### config.mk
export PLATFORM = sky130hd
export DESIGN_NAME = universal_serial_shift_unit
export DESIGN_NICKNAME = d
export VERILOG_FILES = /design/src/core/serial_unit_pkg.sv /design/src/core/pin_sync.sv /design/src/core/universal_serial_shift_unit.sv
export VERILOG_INCLUDE_DIRS = /design/src /design/src/core
export SDC_FILE = /design/constraint.sdc
export NUM_CORES = 1
export LEC_CHECK = 0
export BUFFER_PORTS_ARGS = -buffer_cell sky130_fd_sc_hd__clkbuf_2
export CAP_MARGIN = 30
export CORE_MARGIN = 1
export CORE_UTILIZATION = 49
export DETAILED_ROUTE_END_ITERATION = 7
export GPL_ROUTABILITY_DRIVEN = 0
export GPL_TIMING_DRIVEN = 0
export PLACE_DENSITY = 0.8
export SLEW_MARGIN = 20
export SYNTH_ARGS = -nofsm -noshare
export SYNTH_HDL_FRONTEND = slang
export SYNTH_HIERARCHICAL = 1
export SYNTH_SLANG_ARGS = --single-unit
### constraint.sdc
create_clock -name sys_clk -period 4.49 [get_ports sys_clk]
set_input_delay 0.449 -clock sys_clk [delete_from_list [all_inputs] [get_ports sys_clk]]
set_output_delay 0.449 -clock sys_clk [all_outputs]
set_load 0.01 [all_outputs]
### src/core/serial_unit_cfg.svh
/*
 * Named constants for the universal serial shift unit: field widths, reset
 * values, clock source codes and wire modes.
 * Assumes it is included by bare name wherever a constant is needed.
 */
// Notes on behaviour
// - Eight-bit shift register, processor reads and writes
// - No receive buffer; new bits overwrite
// - Register MSB drives pin chosen by mode
// - Output latch changes on opposite edge
// - Serial input always from data-input pin
// - Four-bit counter, readable, writable, overflow interrupt
// - Register and counter clocked together
// - External clock counts both edges
// - Clock from pin, timer match, software
// - Two-wire start condition detected, interrupt raised
// - Two-wire clock held low after start/overflow
// - Interrupts wake from idle; two-wire from all
// - Clock pin driven only to hold it low in two-wire; far side supplies pin clock
// - Edge select chooses sample and shift edges
// - Byte under external clock: sixteen edges
`ifndef SERIAL_UNIT_CFG_SVH
`define SERIAL_UNIT_CFG_SVH
`define DATA_W 8
`define CNT_W 4
`define DATA_RST 8'h00
`define CNT_RST 4'h0
`define CNT_MAX 4'hf
`define SRC_NONE 2'h0
`define SRC_PIN 2'h1
`define SRC_TIMER 2'h2
`define SRC_SOFT 2'h3
`define MODE_OFF 2'h0
`define MODE_THREE 2'h1
`define MODE_TWO 2'h2
`endif

### src/core/serial_unit_pkg.sv
/*
 * Types shared by the serial unit files.
 * Assumes the constants header is compiled alongside.
 */
package serial_unit_pkg;
  // Detector state for the two-wire start condition
  typedef enum logic [1:0] {st_idle, st_start, st_hold} start_state_e;
endpackage : serial_unit_pkg

### src/core/pin_sync.sv
/*
 * Two-flop synchroniser for one pin level.
 * Assumes the input is asynchronous to sys_clk.
 */
`timescale 1ns/1ps
module pin_sync (
  input wire logic sys_clk,
  input wire logic srst,
  input wire logic async_in,
  output logic sync_out
);
  logic meta; // First stage, read only by the second
  logic next_meta;
  logic next_sync_out;
  // Next values are simply the previous stage
  always_comb begin
    next_meta = async_in;
    next_sync_out = meta;
  end
  // Register both stages; during reset the stages keep following the pin,
  // so a pin that idles high gives no false edge once reset is released
  always_ff @(posedge sys_clk) begin
    if (srst) begin
      meta <= async_in;
      sync_out <= meta;
    end else begin
      meta <= next_meta;
      sync_out <= next_sync_out;
    end
  end
endmodule : pin_sync

### src/core/universal_serial_shift_unit.sv
/*
 * Universal serial shift unit: shift register, edge counter, output latch,
 * clock source select and two-wire start detector with clock stretching.
 * Assumes the processor side is on sys_clk and pins are asynchronous.
 */
`timescale 1ns/1ps
`include "serial_unit_cfg.svh"
module universal_serial_shift_unit #(
  parameter int DATA_W = `DATA_W,
  parameter int CNT_W = `CNT_W
) (
  input wire logic sys_clk,
  input wire logic srst,
  input wire logic [1:0] wire_mode,
  input wire logic [1:0] clock_source,
  input wire logic clock_edge_select,
  input wire logic soft_strobe,
  input wire logic timer_zero_compare_source,
  input wire logic data_wr,
  input wire logic [DATA_W-1:0] data_wdata,
  input wire logic cnt_wr,
  input wire logic [CNT_W-1:0] cnt_wdata,
  input wire logic ovf_clear,
  input wire logic start_clear,
  input wire logic start_irq_en,
  input wire logic ovf_irq_en,
  input wire logic serial_data_in_pin,
  input wire logic shift_clock_pin,
  output logic [DATA_W-1:0] data_rdata,
  output logic [CNT_W-1:0] cnt_rdata,
  output logic counter_overflow_flag,
  output logic start_flag,
  output logic data_out_three,
  output logic sda_out,
  output logic sda_oe,
  output logic scl_out,
  output logic scl_oe,
  output logic irq,
  output logic wake_idle,
  output logic wake_deep
);
  // Only the byte-wide register and the four-bit counter are built
  if (DATA_W != `DATA_W || CNT_W != `CNT_W) begin : g_bad_width
    $error("Unsupported width");
  end

  // Synchronised pin levels
  logic di_s, ck_s, ck_d, di_d;
  pin_sync u_sync_di (.sys_clk(sys_clk), .srst(srst), .async_in(serial_data_in_pin), .sync_out(di_s));
  pin_sync u_sync_ck (.sys_clk(sys_clk), .srst(srst), .async_in(shift_clock_pin), .sync_out(ck_s));

  logic ck_rise, ck_fall, two_wire, sample_ev, shift_ev;
  logic [DATA_W-1:0] shreg, next_shreg;
  logic [CNT_W-1:0] cnt, next_cnt;
  logic sampled, next_sampled; // Bit caught on the sample edge
  logic out_latch, next_out_latch;
  logic ovf, next_ovf;
  logic stf, next_stf;
  serial_unit_pkg::start_state_e st, next_st;
  logic next_di_d, next_ck_d;
  logic start_cond; // Data falls while clock high, two-wire only

  assign start_cond = two_wire && ck_s && di_d && !di_s;

  assign two_wire = (wire_mode == `MODE_TWO);
  assign ck_rise = ck_s & ~ck_d;
  assign ck_fall = ~ck_s & ck_d;

  // Clock source select; soft and timer give one combined tick
  always_comb begin
    sample_ev = 1'b0;
    shift_ev = 1'b0;
    case (clock_source)
      `SRC_PIN: begin
        // Edge select swaps sample and shift edges
        sample_ev = clock_edge_select ? ck_fall : ck_rise;
        shift_ev = clock_edge_select ? ck_rise : ck_fall;
      end
      `SRC_TIMER: begin
        sample_ev = timer_zero_compare_source;
        shift_ev = timer_zero_compare_source;
      end
      `SRC_SOFT: begin
        sample_ev = soft_strobe;
        shift_ev = soft_strobe;
      end
      default: begin
        sample_ev = 1'b0;
      end
    endcase
  end

  // Data, counter and flags next values
  always_comb begin
    next_shreg = shreg;
    next_cnt = cnt;
    next_sampled = sampled;
    next_out_latch = out_latch;
    next_ovf = ovf;
    next_di_d = di_s;
    next_ck_d = ck_s;
    if (clock_source == `SRC_PIN) begin
      // Sample on one edge, shift on the other; counter sees both
      if (sample_ev) next_sampled = di_s;
      if (shift_ev) next_shreg = {shreg[DATA_W-2:0], sampled};
      if (sample_ev || shift_ev) next_cnt = cnt + 1'b1;
    end else if (sample_ev) begin
      // Internal tick shifts one bit and counts once
      next_shreg = {shreg[DATA_W-2:0], di_s};
      next_cnt = cnt + 1'b1;
    end
    if ((sample_ev || shift_ev) && cnt == `CNT_MAX) next_ovf = 1'b1;
    else if (ovf_clear) next_ovf = 1'b0; // Set wins over clear
    // Output latch is transparent only away from the sample edge
    if (!sample_ev) next_out_latch = next_shreg[DATA_W-1];
    if (data_wr) begin
      next_shreg = data_wdata;
      next_out_latch = data_wdata[DATA_W-1];
    end
    if (cnt_wr) next_cnt = cnt_wdata;
  end

  // Start detector: data falls while clock high
  always_comb begin
    // Clear is applied first so that a start in the same cycle wins
    next_stf = start_clear ? 1'b0 : stf;
    next_st = st;
    case (st)
      serial_unit_pkg::st_idle: begin
        if (start_cond) begin
          next_stf = 1'b1;
          next_st = serial_unit_pkg::st_start;
        end
      end
      serial_unit_pkg::st_start: begin
        // Hold the clock low once the master pulls it low
        if (!ck_s) next_st = serial_unit_pkg::st_hold;
      end
      serial_unit_pkg::st_hold: begin
        if (!stf && !ovf) next_st = serial_unit_pkg::st_idle;
      end
      default: next_st = serial_unit_pkg::st_idle;
    endcase
    if (!two_wire) next_st = serial_unit_pkg::st_idle;
  end

  // Register stage
  always_ff @(posedge sys_clk) begin
    if (srst) begin
      shreg <= `DATA_RST;
      cnt <= `CNT_RST;
      sampled <= 1'b0;
      out_latch <= 1'b0;
      ovf <= 1'b0;
      stf <= 1'b0;
      st <= serial_unit_pkg::st_idle;
      // Track the pins through reset so no edge is seen at release
      di_d <= di_s;
      ck_d <= ck_s;
    end else begin
      shreg <= next_shreg;
      cnt <= next_cnt;
      sampled <= next_sampled;
      out_latch <= next_out_latch;
      ovf <= next_ovf;
      stf <= next_stf;
      st <= next_st;
      di_d <= next_di_d;
      ck_d <= next_ck_d;
    end
  end

  // Registered outputs; pins are open-drain in two-wire mode
  always_ff @(posedge sys_clk) begin
    if (srst) begin
      data_rdata <= `DATA_RST;
      cnt_rdata <= `CNT_RST;
      counter_overflow_flag <= 1'b0;
      start_flag <= 1'b0;
      data_out_three <= 1'b0;
      sda_out <= 1'b0;
      sda_oe <= 1'b0;
      scl_out <= 1'b0;
      scl_oe <= 1'b0;
      irq <= 1'b0;
      wake_idle <= 1'b0;
      wake_deep <= 1'b0;
    end else begin
      data_rdata <= next_shreg;
      cnt_rdata <= next_cnt;
      counter_overflow_flag <= next_ovf;
      start_flag <= next_stf;
      data_out_three <= (wire_mode == `MODE_THREE) ? next_out_latch : 1'b0;
      sda_out <= 1'b0;
      sda_oe <= two_wire && !next_out_latch;
      scl_out <= 1'b0;
      // Stretch after start seen or while overflow pending and the clock is low
      scl_oe <= two_wire && (next_st == serial_unit_pkg::st_hold || (next_ovf && !ck_s));
      irq <= (next_ovf && ovf_irq_en) || (next_stf && start_irq_en);
      wake_idle <= (next_ovf && ovf_irq_en) || (next_stf && start_irq_en);
      wake_deep <= two_wire && ((next_ovf && ovf_irq_en) || (next_stf && start_irq_en));
    end
  end
endmodule : universal_serial_shift_unit

* Word level (Yosys, flattened, before mapping) *
Index checks and enable logic that the tools add are counted.

operators by class
  add/subtract/negate cells = 1
  equal/unequal tests = 11
  multiplexer cells = 24
  bitwise gates (word level) = 5
  reductions and logical operators = 26

operators with widths
  cell                   count
  $mux W8                4
  $mux W4                4
  $logic_and A1 B1 Y1    11
  $eq A2 B2 Y1 const B   5
  $mux W1                9
  $mux W2                4
  $eq A2 B1 Y1 const B   3
  $pmux W1 S3            2
  $pmux W2 S3            1
  $reduce_and A2 Y1      3
  $reduce_bool A3 Y1     2
  $logic_not A1 Y1       5
  $add A4 B1 Y4 const B  1
  $eq A4 B4 Y1 const B   1
  $logic_or A1 B1 Y1     3
  $ne A3 B2 Y1 const B   1
  $ne A3 B3 Y1 const B   1
  $not A1 Y1             3
  $and A1 B1 Y1          2
  $logic_not A2 Y1       1
  $reduce_or A2 Y1       1

word-level totals
  bits in registers = 29
  output and inout bits = 22
  logic and storage cells = 86

* Logic depth before layout (Yosys ltp) *
  depth after elaboration = 10
  gate-level depth with buffers = 4
  mapped depth without buffers = 4

* By module *
The synthesis kept the hierarchy.

modules (own cells, without submodules)
  module                       times used  cells an instance  area each (um^2)  sequential area each (um^2)
  universal_serial_shift_unit  1           138                1270.0            500.5
  pin_sync                     2           2                  40.0              40.0

* Least setup slack after synthesis *
No wires, ideal clock.

  path type = in2reg
  start point = input port wire_mode[0]
  end point = register wake_deep
  arrival time = 1456 ps
  slack = 2968 ps
  stages = 4
  path through = or3b_1 -> o41ai_2 -> a21oi_1 -> a21oi_2

on the way
  word-level cells in the longest chain between the ends = 9

RTL lines
  item                               RTL line                            RTL
  start, declared                    universal_serial_shift_unit.sv:14   input wire logic [1:0] wire_mode,
  $eq A2 B2 Y1 (no line) (*)         --
  $logic_and A1 B1 Y1 (3 in series)  universal_serial_shift_unit.sv:63   assign start_cond = two_wire && ck_s && di_d && !di_s;
  $mux W1                            universal_serial_shift_unit.sv:130  if (start_cond) begin
  $mux W1                            universal_serial_shift_unit.sv:128  case (st)
  $logic_and A1 B1 Y1                universal_serial_shift_unit.sv:201  wake_deep <= two_wire && ((next_ovf && ovf_irq_en) || (next_stf && start_irq_en));
  $logic_or A1 B1 Y1                 universal_serial_shift_unit.sv:201
  $logic_and A1 B1 Y1 (*)            universal_serial_shift_unit.sv:201
  end signal, assigned               universal_serial_shift_unit.sv:201
  end, declared                      universal_serial_shift_unit.sv:40   output logic wake_deep

Every way passes the cells marked *; elsewhere a longest branch is shown, timed or not.
A chain may end at the register's enable or synchronous reset.

* Worst setup path in the final report *
  start point = register u_sync_ck.sync_out
  end point = register data_out_three

on the way
  word-level cells in the longest chain between the ends = 8

RTL lines
  item                               RTL line                                                                RTL
  start, declared                    pin_sync.sv:10                                                          output logic sync_out
  start signal, assigned             pin_sync.sv:25                                                          sync_out <= meta;
  start signal, assigned             pin_sync.sv:28                                                          sync_out <= next_sync_out;
  $not A1 Y1                         universal_serial_shift_unit.sv:67                                       assign ck_fall = ~ck_s & ck_d;
  $and A1 B1 Y1                      universal_serial_shift_unit.sv:67
  $mux W1, on equally long branches  universal_serial_shift_unit.sv:76, universal_serial_shift_unit.sv:77
  $pmux W1 S3                        universal_serial_shift_unit.sv:73                                       case (clock_source)
  $mux W8, on equally long branches  universal_serial_shift_unit.sv:107, universal_serial_shift_unit.sv:105
  $mux W8                            universal_serial_shift_unit.sv:102                                      if (clock_source == `SRC_PIN) begin
  $mux W1 (*)                        universal_serial_shift_unit.sv:115                                      if (!sample_ev) next_out_latch = next_shreg[DATA_W-1];
  $mux W1 (*)                        universal_serial_shift_unit.sv:116                                      if (data_wr) begin
  end signal, assigned               universal_serial_shift_unit.sv:193                                      data_out_three <= (wire_mode == `MODE_THREE) ? next_out_latch : 1'b0;
  end, declared                      universal_serial_shift_unit.sv:33                                       output logic data_out_three,

Every way passes the cells marked *; elsewhere a longest branch is shown, timed or not. The select of a mux whose other input is x is not followed.

==> reports/qor.yml <==
outcome:
  status: "complete, no violations"
worst_setup_path:
  critical-path-max-stage-delay_ns: 0.49
  timing.rr.end: "data_out_three"
  crit_chain: "or3b_1, a21oi_1, o21ai_0, nor4b_2"
  startpoint_type: "register"
  arrival_ns: 1.99
  worstSetupStartpoint: "u_sync_ck/sync_out"
  endpoint: "data_out_three"
  critPathMaxFanout: 9
  critPathSlowestCell: "dfxtp_1"
  critPathCaptureType: "register"
  worst-r2r-setup-slack_ns: 2.71
  worst-endpoint-required_ns: 4.70
  worst-setup-path-type: "reg2reg"
  r2r_start: "u_sync_ck/sync_out"
  reg2reg_depth: 4
synthesis:
  seq_area_frac_synth_pct: 43.0
  yosys_warnings: 6
  async_flop_share_pct: 0
  synthTopCellsByArea: "dfxtp_1, nor2_1, a2111oi_0, a21boi_0, a211oi_1"
  syn_inst: 142
  synth_area_per_cell_sq_um: 9.51
  yosysTopAreaCellShare_pct: 43.0
  synth.distinct_cells: 50
  ys_seq_elements: 29
  synth_ff_type: "dfxtp_1"
  synth_area_leader_cell: "dfxtp_1"
  syn_area_sq_um: 1350
  synth_edf_count: 0
placed_design:
  pre_cts_slack_ns: 2.64
  hpwl_mm: 2.52
  io_buffers: 48
  dp.cells: 221
final_layout:
  nets: 228
  seq_area_sq_um: 581
  drive_above_1_share_pct: 34.7
  fin_util_pct: 66.1
  synthToLayoutAreaGrowth_pct: 24.7
  top_register: "data_rdata"
  layout_common_cells: "clkbuf_2, dfxtp_1, nor2_1, inv_1, a2111oi_0"
  final_cells: 229
  mostFrequentLayoutCell: "clkbuf_2"
  reg.largest.list: "data_rdata x8, cnt_rdata x4, st x2"
  diodes: 0
  multiInputGateArea_sq_um: 713
  largest_reg_flops: 8
  nFillCells: 237
power_and_ir_drop:
  sw_frac_of_total_pct: 29.2
  p_clk_share_pct: 29.6
  peakVddDrop_v: 0.000228
  p_leak_nw: 0.753
  powerDensity_nw_per_um2: 311
  pwr-share-comb_pct: 16.5
  switchingPower_mw: 0.153
  seq_power_share_pct: 53.9
  finalPower_mw: 0.523
  internal-power_mw: 0.371
clocking:
  htree_levels: 2
  ctsHoldBuffers: 0
  cts_root_buf: "clkbuf_4"
  cts_resized: 0
  cts_made_buffers: 5
  cts_num_sinks: 29
  path_clk_slew_ns: 0.09
  clockBufferDepth: 2
  cts_setup_buffers: 0
  cts_tree: "built"
  clk_latency_ns: 0.34
floorplanning:
  die_area_sq_um: 2970
  fp-row-count: 18
  die_w_microns: 54.5
  coreArea_sq_um: 2540
  start_util_pct: 53.0
  die_h_microns: 54.5
  pin_count: 51
flow_run:
  drv_cap: 0
timing:
  slew_headroom_pct: 58.7
  clock_skew_ns: 0.00366
  slew_violations: 0
  finalSetupViolCount: 0
  hold_viol_final: 0
  post-route-period-util_pct: 39.6
  tightest_slew_ns: 0.614
  clock.fmax_mhz: 562
  rsz0062_at_grt: "no"
  setup_tns_ns: 0
  fin_ws_ns: 2.71
  period_minus_slack_ns: 1.78
worst_hold_path:
  hold_path.class: "in2reg"
global_routing:
  grt_max_degree: 11
  gr-total-overflow: 0
  grt_usage_pct: 24.3
  grt_pass1_vias: 1152
  grt_pass1_wl_mm: 4.89
  antenna_found_initial: 0
route:
  vias: 1296
  routedWlPerCell_microns: 14.0
  drt-vias-per-instance: 5.66
  remaining_drc_errors: 0
  first_pass_iters: 4
  ant_nets: 0
  wl_mm: 3.20
  drt_iter0_markers: 8
worst max-delay path, delay by kind of cell, from the launching register on:
kind | cells | cell delay [ns]
compound gates | 2 | 0.57
flops | 1 | 0.49
simple gates | 2 | 0.59
cell usage after synthesis, types with 2 or more instances:
cell type / n
dfxtp_1: 29
nor2_1: 21
a2111oi_0: 7
inv_1: 7
a21boi_0: 6
a211oi_1: 4
nand2_1: 4
nand2b_1: 4
a21oi_1: 3
buf_4: 3
clkbuf_1: 3
nand3_1: 3
a221oi_1: 2
a2bb2oi_1: 2
mux2i_1: 2
nand3b_1: 2
nor4b_2: 2
o211ai_1: 2
o21ai_0: 2
or3_1: 2
or3b_1: 2
xnor2_1: 2
cells by family (layout without fill, tap and decap cells):
logic type | count (synthesis) | count (layout) | share of synthesized area [%]
adder cells (fa/ha/maj) | 1 | 1 | 0.927
buffers and inverters | 13 | 69 | 4.45
XOR/XNOR | 2 | 2 | 1.30
AO/OA/AOI/OAI | 40 | 40 | 24.1
multiplexers | 3 | 3 | 2.32
other | 1 | 2 | 0.278
AND/OR/NAND/NOR | 53 | 53 | 23.6
flip-flops | 29 | 29 | 43.0
area by class of cell:
class	count	area share, %
plain buffers	6	2.01
multi-input cells	101	42.4
clock buffers	6	2.45
repair buffers	48	14.3
inverters	7	1.56
well taps	30	2.23
flip-flops and latches	29	34.5
clock inverters	2	0.595
worst min-delay path by stage:
stage	startpoint	endpoint	slack, ns	depth (start not counted)
after global placement	u_sync_di/meta	u_sync_di/sync_out	0.31	0
after global routing	shift_clock_pin	u_sync_ck/meta	0.20	1
after CTS	serial_data_in_pin	u_sync_di/meta	0.20	1
after detailed placement	u_sync_di/meta	u_sync_di/sync_out	0.31	0
final	serial_data_in_pin	u_sync_di/meta	0.21	1
after floorplan	u_sync_ck/meta	u_sync_ck/sync_out	0.31	0
power groups by stage:
stage | logic (mW) | registers, mW | clock network (mW)
final | 0.0864 | 0.282 | 0.155
after global routing | 0.0958 | 0.284 | 0.168
after CTS | 0.0866 | 0.282 | 0.154
after detailed placement | 0.0861 | 0.288 | 0
after global placement | 0.0825 | 0.287 | 0
after floorplan | 0.0461 | 0.291 | 0
stage by stage:
stage | instance area, sq um | hold WS, ns
detailed placement | 1630 | 0.314
finish | 1680 | 0.206
floorplan | 1350 | 0.310
global placement | 1630 | 0.312
CTS | 1680 | 0.201
global route | 1680 | 0.199
per-layer routing:
metal,up-vias,wire [microns],global-route usage [%]
met1,618,1310,26.6
met2,36,1680,42.7
met3,7,143,5.83
met4,0,63,12.8
met5,-,0,0
li1,635,-,-
Note: power is estimated with default switching activity, not from simulation.
